## config.mk

```make
export PLATFORM = sky130hd
export DESIGN_NAME = timer_capture
export DESIGN_NICKNAME = d
export VERILOG_FILES = /design/src/design/timer_capture_pkg.sv /design/src/design/timer_capture.sv /design/src/design/event_edge_detect.sv
export SDC_FILE = /design/constraint.sdc
export NUM_CORES = 1
export LEC_CHECK = 0
export BUFFER_PORTS_ARGS = -buffer_cell sky130_fd_sc_hd__buf_4
export CORE_MARGIN = 4
export CORE_UTILIZATION = 35
export CTS_CLUSTER_SIZE = 40
export DETAILED_ROUTE_END_ITERATION = 16
export GPL_ROUTABILITY_DRIVEN = 0
export PLACE_DENSITY = 0.52
export SYNTH_ARGS = -nofsm -noshare
export SYNTH_HDL_FRONTEND = slang
export SYNTH_HIERARCHICAL = 1
export SYNTH_SLANG_ARGS = --single-unit
```

## constraint.sdc

```tcl
create_clock -name i_clk_sys -period 4.4 [get_ports i_clk_sys]
set_clock_uncertainty 0.2 [all_clocks]
set_input_delay 0.22 -clock i_clk_sys [delete_from_list [all_inputs] [get_ports i_clk_sys]]
set_output_delay 0.22 -clock i_clk_sys [all_outputs]
set_load 0.01 [all_outputs]
```

## src/design/timer_capture_pkg.sv

```systemverilog
package timer_capture_pkg;
    localparam logic [3:0] off_interrupt_enable = 4'h5;
    localparam logic [3:0] off_interrupt_flags  = 4'h6;
    localparam logic [3:0] off_run_status       = 4'h7;
    localparam logic [3:0] off_debug_halt       = 4'h8;
    localparam logic [3:0] off_shared_byte      = 4'h9;
    localparam logic [3:0] off_counter_low      = 4'ha;
    localparam logic [3:0] off_counter_high     = 4'hb;
    localparam logic [3:0] off_compare_low      = 4'hc;
    localparam logic [3:0] off_compare_high     = 4'hd;
    localparam int bit_sample_interrupt = 0;
    localparam int bit_wrap_interrupt   = 1;
    localparam int bit_run              = 0;
    localparam int bit_run_while_halted = 0;
    localparam logic [7:0]  reset_byte  = 8'h00;
    localparam logic [15:0] reset_word  = 16'h0000;
    localparam logic [15:0] max_count   = 16'hffff;
    localparam logic [2:0] mode_periodic  = 3'h0;
    localparam logic [2:0] mode_timeout   = 3'h1;
    localparam logic [2:0] mode_capture   = 3'h2;
    localparam logic [2:0] mode_frequency = 3'h3;
    localparam logic [2:0] mode_pulse     = 3'h4;
    localparam logic [2:0] mode_freq_pw   = 3'h5;
    localparam logic [2:0] mode_single    = 3'h6;
    localparam logic [2:0] mode_pwm8      = 3'h7;
    typedef enum logic [2:0] {
        fp_idle   = 3'b001,
        fp_active = 3'b010,
        fp_done   = 3'b100
    } freq_pw_state_type;
endpackage

```

## src/design/timer_capture.sv

```systemverilog
`timescale 1ns/10ps
module timer_capture (
    input  wire logic       i_clk_sys,
    input  wire logic       i_reset_n,
    input  wire logic [3:0] i_addr,
    input  wire logic [7:0] i_wdata,
    input  wire logic       i_write,
    input  wire logic       i_read,
    output logic      [7:0] o_rdata,
    input  wire logic       i_enable,
    input  wire logic [2:0] i_timer_mode_field,
    input  wire logic       i_edge_select,
    input  wire logic       i_sample_event_input_enable,
    input  wire logic       i_event,
    input  wire logic       i_debug_halted,
    output logic            o_interrupt_request,
    output logic            o_wrap_event
);
    logic [7:0]  interrupt_enable;
    logic [7:0]  interrupt_flags;
    logic [7:0]  debug_halt_control;
    logic [7:0]  shared_byte_buffer;
    logic [15:0] counter_value;
    logic [15:0] compare_capture_value;
    logic        running;
    logic [7:0]  read_byte;
    timer_capture_pkg::freq_pw_state_type fp_state;
    timer_capture_pkg::freq_pw_state_type next_fp_state;

    wire halted     = i_debug_halted & ~debug_halt_control[timer_capture_pkg::bit_run_while_halted];
    wire active     = i_enable & ~halted;
    wire rise;
    wire fall;

    // events pass only while enabled and not held by the debugger
    event_edge_detect edge_unit (
        .i_clk_sys (i_clk_sys),
        .i_reset_n (i_reset_n),
        .i_event   (i_event),
        .i_enable  (i_sample_event_input_enable & active),
        .o_rise    (rise),
        .o_fall    (fall)
    );

    // edge select swaps which edge is primary
    wire primary   = i_edge_select ? fall : rise;
    wire secondary = i_edge_select ? rise : fall;

    // one decoded line per mode code
    wire [7:0] mode_hit;
    genvar mode_idx;
    generate
        for (mode_idx = 0; mode_idx < 8; mode_idx = mode_idx + 1) begin : mode_cell
            assign mode_hit[mode_idx] = i_timer_mode_field == 3'(mode_idx);
        end
    endgenerate

    wire m_periodic = mode_hit[timer_capture_pkg::mode_periodic];
    wire m_timeout  = mode_hit[timer_capture_pkg::mode_timeout];
    wire m_capture  = mode_hit[timer_capture_pkg::mode_capture];
    wire m_freq     = mode_hit[timer_capture_pkg::mode_frequency];
    wire m_pulse    = mode_hit[timer_capture_pkg::mode_pulse];
    wire m_freq_pw  = mode_hit[timer_capture_pkg::mode_freq_pw];
    wire m_single   = mode_hit[timer_capture_pkg::mode_single];
    wire m_pwm8     = mode_hit[timer_capture_pkg::mode_pwm8];
    wire m_top16    = m_periodic | m_timeout | m_single;
    wire m_sample_interrupt_any = m_capture | m_freq | m_pulse | m_freq_pw;

    // register decode, one hit line per offset
    wire [15:0] addr_hit;
    genvar addr_idx;
    generate
        for (addr_idx = 0; addr_idx < 16; addr_idx = addr_idx + 1) begin : addr_cell
            assign addr_hit[addr_idx] = i_addr == 4'(addr_idx);
        end
    endgenerate

    wire wr_enable   = i_write & addr_hit[timer_capture_pkg::off_interrupt_enable];
    wire wr_flags    = i_write & addr_hit[timer_capture_pkg::off_interrupt_flags];
    wire wr_debug    = i_write & addr_hit[timer_capture_pkg::off_debug_halt];
    wire wr_shared   = i_write & addr_hit[timer_capture_pkg::off_shared_byte];
    wire wr_cnt_low  = i_write & addr_hit[timer_capture_pkg::off_counter_low];
    wire wr_cnt_high = i_write & addr_hit[timer_capture_pkg::off_counter_high];
    wire wr_cmp_low  = i_write & addr_hit[timer_capture_pkg::off_compare_low];
    wire wr_cmp_high = i_write & addr_hit[timer_capture_pkg::off_compare_high];
    wire rd_cnt_low  = i_read & addr_hit[timer_capture_pkg::off_counter_low];
    wire rd_cmp_low  = i_read & addr_hit[timer_capture_pkg::off_compare_low];
    wire rd_cmp_high = i_read & addr_hit[timer_capture_pkg::off_compare_high];
    wire capture_read = rd_cmp_low | rd_cmp_high;

    // pwm8 byte writes go straight in, since the bytes act as separate registers
    wire pwm_low_direct  = m_pwm8 & wr_cmp_low;
    wire pwm_high_direct = m_pwm8 & wr_cmp_high;

    wire [15:0] top_value = m_pwm8 ? {8'h00, compare_capture_value[7:0]} : compare_capture_value;
    wire at_top    = counter_value == top_value;
    wire at_duty   = m_pwm8 & (counter_value[7:0] == compare_capture_value[15:8]);

    // timeout: primary starts, secondary stops; single: start on rise, or on either edge when edge select is set
    wire single_start = m_single & (i_edge_select ? (rise | fall) : rise);
    wire start_evt    = (m_timeout & primary) | single_start;
    wire stop_evt     = m_timeout & secondary & running;

    wire fp_capture   = m_freq_pw & (fp_state == timer_capture_pkg::fp_active) & secondary;
    wire fp_finish    = m_freq_pw & (fp_state == timer_capture_pkg::fp_active) & primary;
    wire fp_restart   = m_freq_pw & (fp_state == timer_capture_pkg::fp_idle) & primary;

    wire capture_evt  = (m_capture & primary)
                      | (m_freq & primary)
                      | (m_pulse & secondary)
                      | fp_capture;
    wire restart_evt  = (m_freq & primary) | (m_pulse & primary) | fp_restart;

    // restart or top match owns the cycle, so no wrap flag then
    wire count_now    = active & running;
    wire top_hit      = count_now & (m_top16 | m_pwm8) & at_top;
    wire wrap_hit     = count_now & ~top_hit & (counter_value == timer_capture_pkg::max_count) & ~restart_evt;

    wire set_sample = (top_hit & m_top16)
                    | (count_now & at_duty)
                    | (m_sample_interrupt_any & (capture_evt & ~fp_capture))
                    | fp_finish;
    wire set_wrap   = wrap_hit;

    wire clr_sample = (wr_flags & i_wdata[timer_capture_pkg::bit_sample_interrupt])
                    | (m_sample_interrupt_any & capture_read);
    wire clr_wrap   = wr_flags & i_wdata[timer_capture_pkg::bit_wrap_interrupt];

    // one set/clear cell per flag bit; set wins so an event in the clearing cycle is kept
    wire [1:0] flag_set;
    wire [1:0] flag_clear;
    wire [1:0] next_flags;
    wire [1:0] irq_source;
    assign flag_set[timer_capture_pkg::bit_sample_interrupt]   = set_sample;
    assign flag_set[timer_capture_pkg::bit_wrap_interrupt]     = set_wrap;
    assign flag_clear[timer_capture_pkg::bit_sample_interrupt] = clr_sample;
    assign flag_clear[timer_capture_pkg::bit_wrap_interrupt]   = clr_wrap;
    genvar flag_idx;
    generate
        for (flag_idx = 0; flag_idx < 2; flag_idx = flag_idx + 1) begin : flag_cell
            assign next_flags[flag_idx] = flag_set[flag_idx] | (interrupt_flags[flag_idx] & ~flag_clear[flag_idx]);
            assign irq_source[flag_idx] = interrupt_enable[flag_idx] & interrupt_flags[flag_idx];
        end
    endgenerate

    // both 16-bit commits pair the written high byte with the staged low byte
    wire [15:0] staged_word   = {i_wdata, shared_byte_buffer};
    wire [15:0] pwm_low_word  = {compare_capture_value[15:8], i_wdata};
    wire [15:0] pwm_high_word = {i_wdata, compare_capture_value[7:0]};

    // counter next value: external write first, then restart, top, count
    wire [15:0] counted = counter_value + 16'h0001;
    wire [15:0] next_counter =
          wr_cnt_high              ? staged_word
        : restart_evt              ? timer_capture_pkg::reset_word
        : top_hit                  ? timer_capture_pkg::reset_word
        : count_now                ? counted
        : counter_value;

    // single-shot and timeout stop at top; freq plus pulse stops on finish
    wire run_free  = m_periodic | m_capture | m_freq | m_pulse | m_pwm8;
    wire run_fp    = ((fp_state == timer_capture_pkg::fp_active) & ~fp_finish) | fp_restart;
    wire run_stop  = stop_evt | (top_hit & (m_single | m_timeout));
    wire run_gated = start_evt | (running & ~run_stop);

    wire next_running =
          ~i_enable ? 1'b0
        : run_free  ? 1'b1
        : m_freq_pw ? run_fp
        : run_gated;

    always_comb begin
        next_fp_state = fp_state;
        case (fp_state)
            timer_capture_pkg::fp_idle: begin
                if (fp_restart) begin
                    next_fp_state = timer_capture_pkg::fp_active;
                end
            end
            timer_capture_pkg::fp_active: begin
                if (fp_finish) begin
                    next_fp_state = timer_capture_pkg::fp_done;
                end
            end
            timer_capture_pkg::fp_done: begin
                // rearm once software has read the capture or cleared the flag
                if (~interrupt_flags[timer_capture_pkg::bit_sample_interrupt]) begin
                    next_fp_state = timer_capture_pkg::fp_idle;
                end
            end
            default: begin
                next_fp_state = timer_capture_pkg::fp_idle;
            end
        endcase
        if (~m_freq_pw | ~i_enable) begin
            next_fp_state = timer_capture_pkg::fp_idle;
        end
    end

    // compare register: capture beats a same-cycle software write
    wire [15:0] next_compare =
          capture_evt     ? counter_value
        : pwm_low_direct  ? pwm_low_word
        : pwm_high_direct ? pwm_high_word
        : wr_cmp_high     ? staged_word
        : compare_capture_value;

    // shared byte: staged by low writes, loaded by low reads, or written directly
    wire [7:0] next_shared =
          wr_shared                      ? i_wdata
        : wr_cnt_low                     ? i_wdata
        : (wr_cmp_low & ~m_pwm8)         ? i_wdata
        : rd_cnt_low                     ? counter_value[15:8]
        : (rd_cmp_low & ~m_pwm8)         ? compare_capture_value[15:8]
        : shared_byte_buffer;

    always_ff @(posedge i_clk_sys or negedge i_reset_n) begin
        if (!i_reset_n) begin
            interrupt_enable <= timer_capture_pkg::reset_byte;
        end else if (wr_enable) begin
            interrupt_enable <= {6'h00, i_wdata[1:0]};
        end
    end

    always_ff @(posedge i_clk_sys or negedge i_reset_n) begin
        if (!i_reset_n) begin
            debug_halt_control <= timer_capture_pkg::reset_byte;
        end else if (wr_debug) begin
            debug_halt_control <= {7'h00, i_wdata[0]};
        end
    end

    always_ff @(posedge i_clk_sys or negedge i_reset_n) begin
        if (!i_reset_n) begin
            interrupt_flags <= timer_capture_pkg::reset_byte;
        end else begin
            interrupt_flags <= {6'h00, next_flags};
        end
    end

    always_ff @(posedge i_clk_sys or negedge i_reset_n) begin
        if (!i_reset_n) begin
            counter_value <= timer_capture_pkg::reset_word;
        end else begin
            counter_value <= next_counter;
        end
    end

    always_ff @(posedge i_clk_sys or negedge i_reset_n) begin
        if (!i_reset_n) begin
            compare_capture_value <= timer_capture_pkg::reset_word;
        end else begin
            compare_capture_value <= next_compare;
        end
    end

    always_ff @(posedge i_clk_sys or negedge i_reset_n) begin
        if (!i_reset_n) begin
            shared_byte_buffer <= timer_capture_pkg::reset_byte;
        end else begin
            shared_byte_buffer <= next_shared;
        end
    end

    always_ff @(posedge i_clk_sys or negedge i_reset_n) begin
        if (!i_reset_n) begin
            running <= 1'b0;
        end else begin
            running <= next_running;
        end
    end

    always_ff @(posedge i_clk_sys or negedge i_reset_n) begin
        if (!i_reset_n) begin
            fp_state <= timer_capture_pkg::fp_idle;
        end else begin
            fp_state <= next_fp_state;
        end
    end

    // status is read-only: no write path exists, so a bus write cannot set it
    wire [7:0] status_byte = {7'h00, running};

    // read mux; high bytes of 16-bit registers come from the shared byte, except compare high in pwm8 mode
    always_comb begin
        case (i_addr)
            timer_capture_pkg::off_interrupt_enable: read_byte = interrupt_enable;
            timer_capture_pkg::off_interrupt_flags:  read_byte = interrupt_flags;
            timer_capture_pkg::off_run_status:       read_byte = status_byte;
            timer_capture_pkg::off_debug_halt:       read_byte = debug_halt_control;
            timer_capture_pkg::off_shared_byte:      read_byte = shared_byte_buffer;
            timer_capture_pkg::off_counter_low:      read_byte = counter_value[7:0];
            timer_capture_pkg::off_counter_high:     read_byte = shared_byte_buffer;
            timer_capture_pkg::off_compare_low:      read_byte = compare_capture_value[7:0];
            timer_capture_pkg::off_compare_high:     read_byte = m_pwm8 ? compare_capture_value[15:8]
                                                                        : shared_byte_buffer;
            default:                                 read_byte = 8'h00;
        endcase
    end

    // read data registered: valid the cycle after the read strobe
    always_ff @(posedge i_clk_sys or negedge i_reset_n) begin
        if (!i_reset_n) begin
            o_rdata <= 8'h00;
        end else if (i_read) begin
            o_rdata <= read_byte;
        end
    end

    always_ff @(posedge i_clk_sys or negedge i_reset_n) begin
        if (!i_reset_n) begin
            o_wrap_event <= 1'b0;
        end else begin
            o_wrap_event <= set_wrap;
        end
    end

    assign o_interrupt_request =
          irq_source[timer_capture_pkg::bit_wrap_interrupt]
        | irq_source[timer_capture_pkg::bit_sample_interrupt];
endmodule

```

## src/design/event_edge_detect.sv

```systemverilog
`timescale 1ns/10ps
module event_edge_detect (
    input  wire logic i_clk_sys,
    input  wire logic i_reset_n,
    input  wire logic i_event,
    input  wire logic i_enable,
    output logic      o_rise,
    output logic      o_fall
);
    logic last_level;

    always_ff @(posedge i_clk_sys or negedge i_reset_n) begin
        if (!i_reset_n) begin
            last_level <= 1'b0;
        end else begin
            last_level <= i_event;
        end
    end

    // the previous level keeps tracking while disabled so no stale edge appears on re-enable
    assign o_rise = i_enable & i_event & ~last_level;
    assign o_fall = i_enable & ~i_event & last_level;
endmodule

```

==> impl_results.md <==
- H-tree depth: 3
- Yosys top cell by area: dfrtp_1
- F_max: 332 MHz
- Hold slack: 16.2 ps
- Status: completed
- Max-Slew Margin vs Limit: 0.347
- Vias: 4069
- Pre-CTS setup slack: 1400 ps
- Clock Path Buffers: 2
- Mapped Area: 4320 sq um
- Crit-path cells: nand2b_1 -> and3_1 -> and3b_1 -> mux2i_1 -> o22ai_1 -> nor2_1 -> buf_4 -> nand2_1 -> a41oi_1 -> nor4_1 -> a221o_1
- Largest stage delay on the critical path: 420 ps
- Drt wl/cell: 20.1 um
- # DRC: 0
- Root buffer cell: clkbuf_16
- Commonest non-fill, non-tap cell in the layout: dfrtp_1
- CTS tree: yes
- Syn Inst Count: 511
- Area Growth Syn to Fin: 15.2%
- CP Launch Type: flip-flop
- Post-synth EDFFs: 0
- Kind of critical path: flip-flop to flip-flop
- Leak Pwr: 2.13 nW
- Number of primary I/O pins: 34
- Clk pin slew, worst setup/hold paths: 50 ps
- Max-cap violations: 0
- Initial antenna violation count: 0
- Post-cts repair resize count: 0
- Row count: 40
- Clk sinks: 59
- Setup crit end kind: flip-flop
- Yosys cell types: 63
- Pin count of the biggest net entering global routing: 60
- CTS Buf Count: 9
- Gr ovfl total: 0
- Synth top area cells: dfrtp_1, mux2i_1, mux2_2, nor2_1, a21oi_1
- Worst VDD drop: 242 uV
- Die X: 119 um
- Delay-heaviest family, CP: simple AND/OR/NAND/NOR gates
- WP buf/inv: 1
- Die ar.: 14200 sq um
- Final Net Count: 544
- Final WS setup: 1390 ps
- First-pass GRT wire length: 22.6 mm
- Yosys reg bits: 59
- Vias in the first global route: 4030
- Final Util: 0.413
- Most frequent cells in the layout: dfrtp_1, nor2_1, buf_4, a21oi_1, nand2_1
- Synth Flop Type: dfrtp_1
- Hold Vio Cnt, Final: 0
- Slew Limit Fails: 0
- Final Critical Period: 3010 ps
- Worst-path fanout max: 20
- Actual slew at the worst max-slew pin: 973 ps
- Critical Path RT: 4420 ps
- Worst Hold Class: primary input to flip-flop
- Core footprint: 12100 sq um
- Clock Latency Late Sink: 340 ps
- Detailed Route Iter0 Violations: 301
- CP max stage cell: dfrtp_1
- Mapped Nets: 536
- Post-route ant nets: 0
- Synth top area share: 0.336
- GRT Total Usage: 0.203
- Share of cells above drive strength 1: 0.168
- Worst EP arrival: 3030 ps
- Fin crit share: 0.684
- Routed wire length: 13.9 mm
- RSZ-0062 raised after global routing: false
- Total negative slack: 0 ps
- Cell area power density: 494 nW/um^2
- Post-CTS Setup Repair Bufs: 0
- IO Port Bufs: 33
- Initial core utilization: 0.358
- Number of vias per cell: 5.88
- Final setup viols: 0
- Fillers: 1226
- Drt first pass iters: 5
- DP HPWL: 9.85 mm
- Post-synthesis sequential area ratio: 0.342
- Synth Area per Inst: 8.45 sq um
- Warnings from Yosys: 6
- Die height: 119 um
- Antenna cells: 0
- Asr flop ratio synth: 1.00
state kept, by name, summed over array words and instances (netlist names):
| signal | cells |
|---|---|
| shared_byte_buffer | 8 |
| o_wrap_event | 1 |
| running | 1 |
| compare_capture_value | 16 |
| edge_unit/last_level | 1 |
| interrupt_enable | 2 |
| fp_state | 3 |
| counter_value | 16 |
| interrupt_flags | 2 |
| debug_halt_control | 1 |
| o_rdata | 8 |
power by group:
group / switching, mW / internal, mW
registers: 0.318 / 0.691
clock network: 0.259 / 0.491
logic: 0.343 / 0.355
total: 0.921 / 1.54
repair_timing:
| action | 4_1_cts | 5_1_grt |
|---|---|---|
| hold buffers | 7 | 0 |
| hold endpoints to repair | 64 | 0 |
| setup endpoints to repair | 0 | 0 |
worst register-to-register path, cell delays in order, from the launching register on:
cell	delay, ps
dfrtp_1	420
nand2b_1	190
and3_1	210
and3b_1	200
mux2i_1	410
o22ai_1	170
nor2_1	110
buf_4	250
nand2_1	140
a41oi_1	250
nor4_1	70
a221o_1	280
Yosys cell counts, types with 3 or more instances:
cell type and count:
nor3_1 9, a21o_1 5, a22o_1 3, and3_1 8, buf_6 3, buf_2 11
nand2_1 33, inv_1 15, nand2b_1 6, a222oi_1 4, mux2i_1 27, nor4_1 7
o21ai_0 21, xnor2_1 9, a32o_1 5, a32oi_1 5, nand4_1 11, nand3_1 26
a221oi_1 3, a211oi_1 4, mux2_2 20, o22ai_1 13, dfrtp_1 58, a21boi_0 5
xor2_1 11, a21oi_1 34, a31oi_1 6, a41oi_1 4, nor2b_1 11, clkbuf_1 33
a22oi_1 8, nor2_1 52
layer usage:
metal,vias up,global-route usage,part of all wire
met1,1981,0.275,0.45
met5,-,0,0
li1,1897,-,-
met3,33,0.0527,0.067
met4,0,0.0978,0.032
met2,158,0.302,0.45
final timing paths:
kind / startpoint / end / slack [ps] / depth (start not counted)
setup reg to reg: debug_halt_control[0] / counter_value[3] / 1390 / 11
min in group asynchronous: i_reset_n / edge_unit/last_level / 300 / 2
hold reg to reg: o_rdata[1] / o_rdata[1] / 330 / 2
setup / recovery: debug_halt_control[0] / counter_value[3] / 1390 / 11
hold / removal: i_wdata[4] / counter_value[12] / 20 / 3
max in group asynchronous: i_reset_n / interrupt_enable[0] / 3120 / 2
layout make-up:
type                    instances  area (sq um)  share of cell area
clock buffers                  10           229              0.0460
clock inverters                 6          80.1              0.0161
inverters                      15          56.3              0.0113
multi-input cells             388          2560               0.514
flip-flops and latches         59          1480               0.297
well taps                     168           210              0.0422
repair buffers                 46           363              0.0729
cell families (layout without fill, tap and decap cells):
kind of cell	count (synthesis)	count (layout)	share of synthesized area
flops	59	59	0.342
simple gates	185	185	0.222
mux	47	47	0.115
xor+xnor	20	20	0.0406
compound gates	135	135	0.212
buf+inv	64	77	0.0649
fa+ha+maj	1	1	0.00290
stage by stage:
stage | total power [mW] | std cells | area (sq um)
after floorplan | 1.43 | 511 | 4320
after global placement | 1.68 | 669 | 4600
after detailed placement | 1.70 | 669 | 4600
after CTS | 2.47 | 692 | 4980
after global routing | 2.60 | 692 | 4980
final | 2.46 | 692 | 4980
Note: power is estimated with default switching activity, not from simulation.
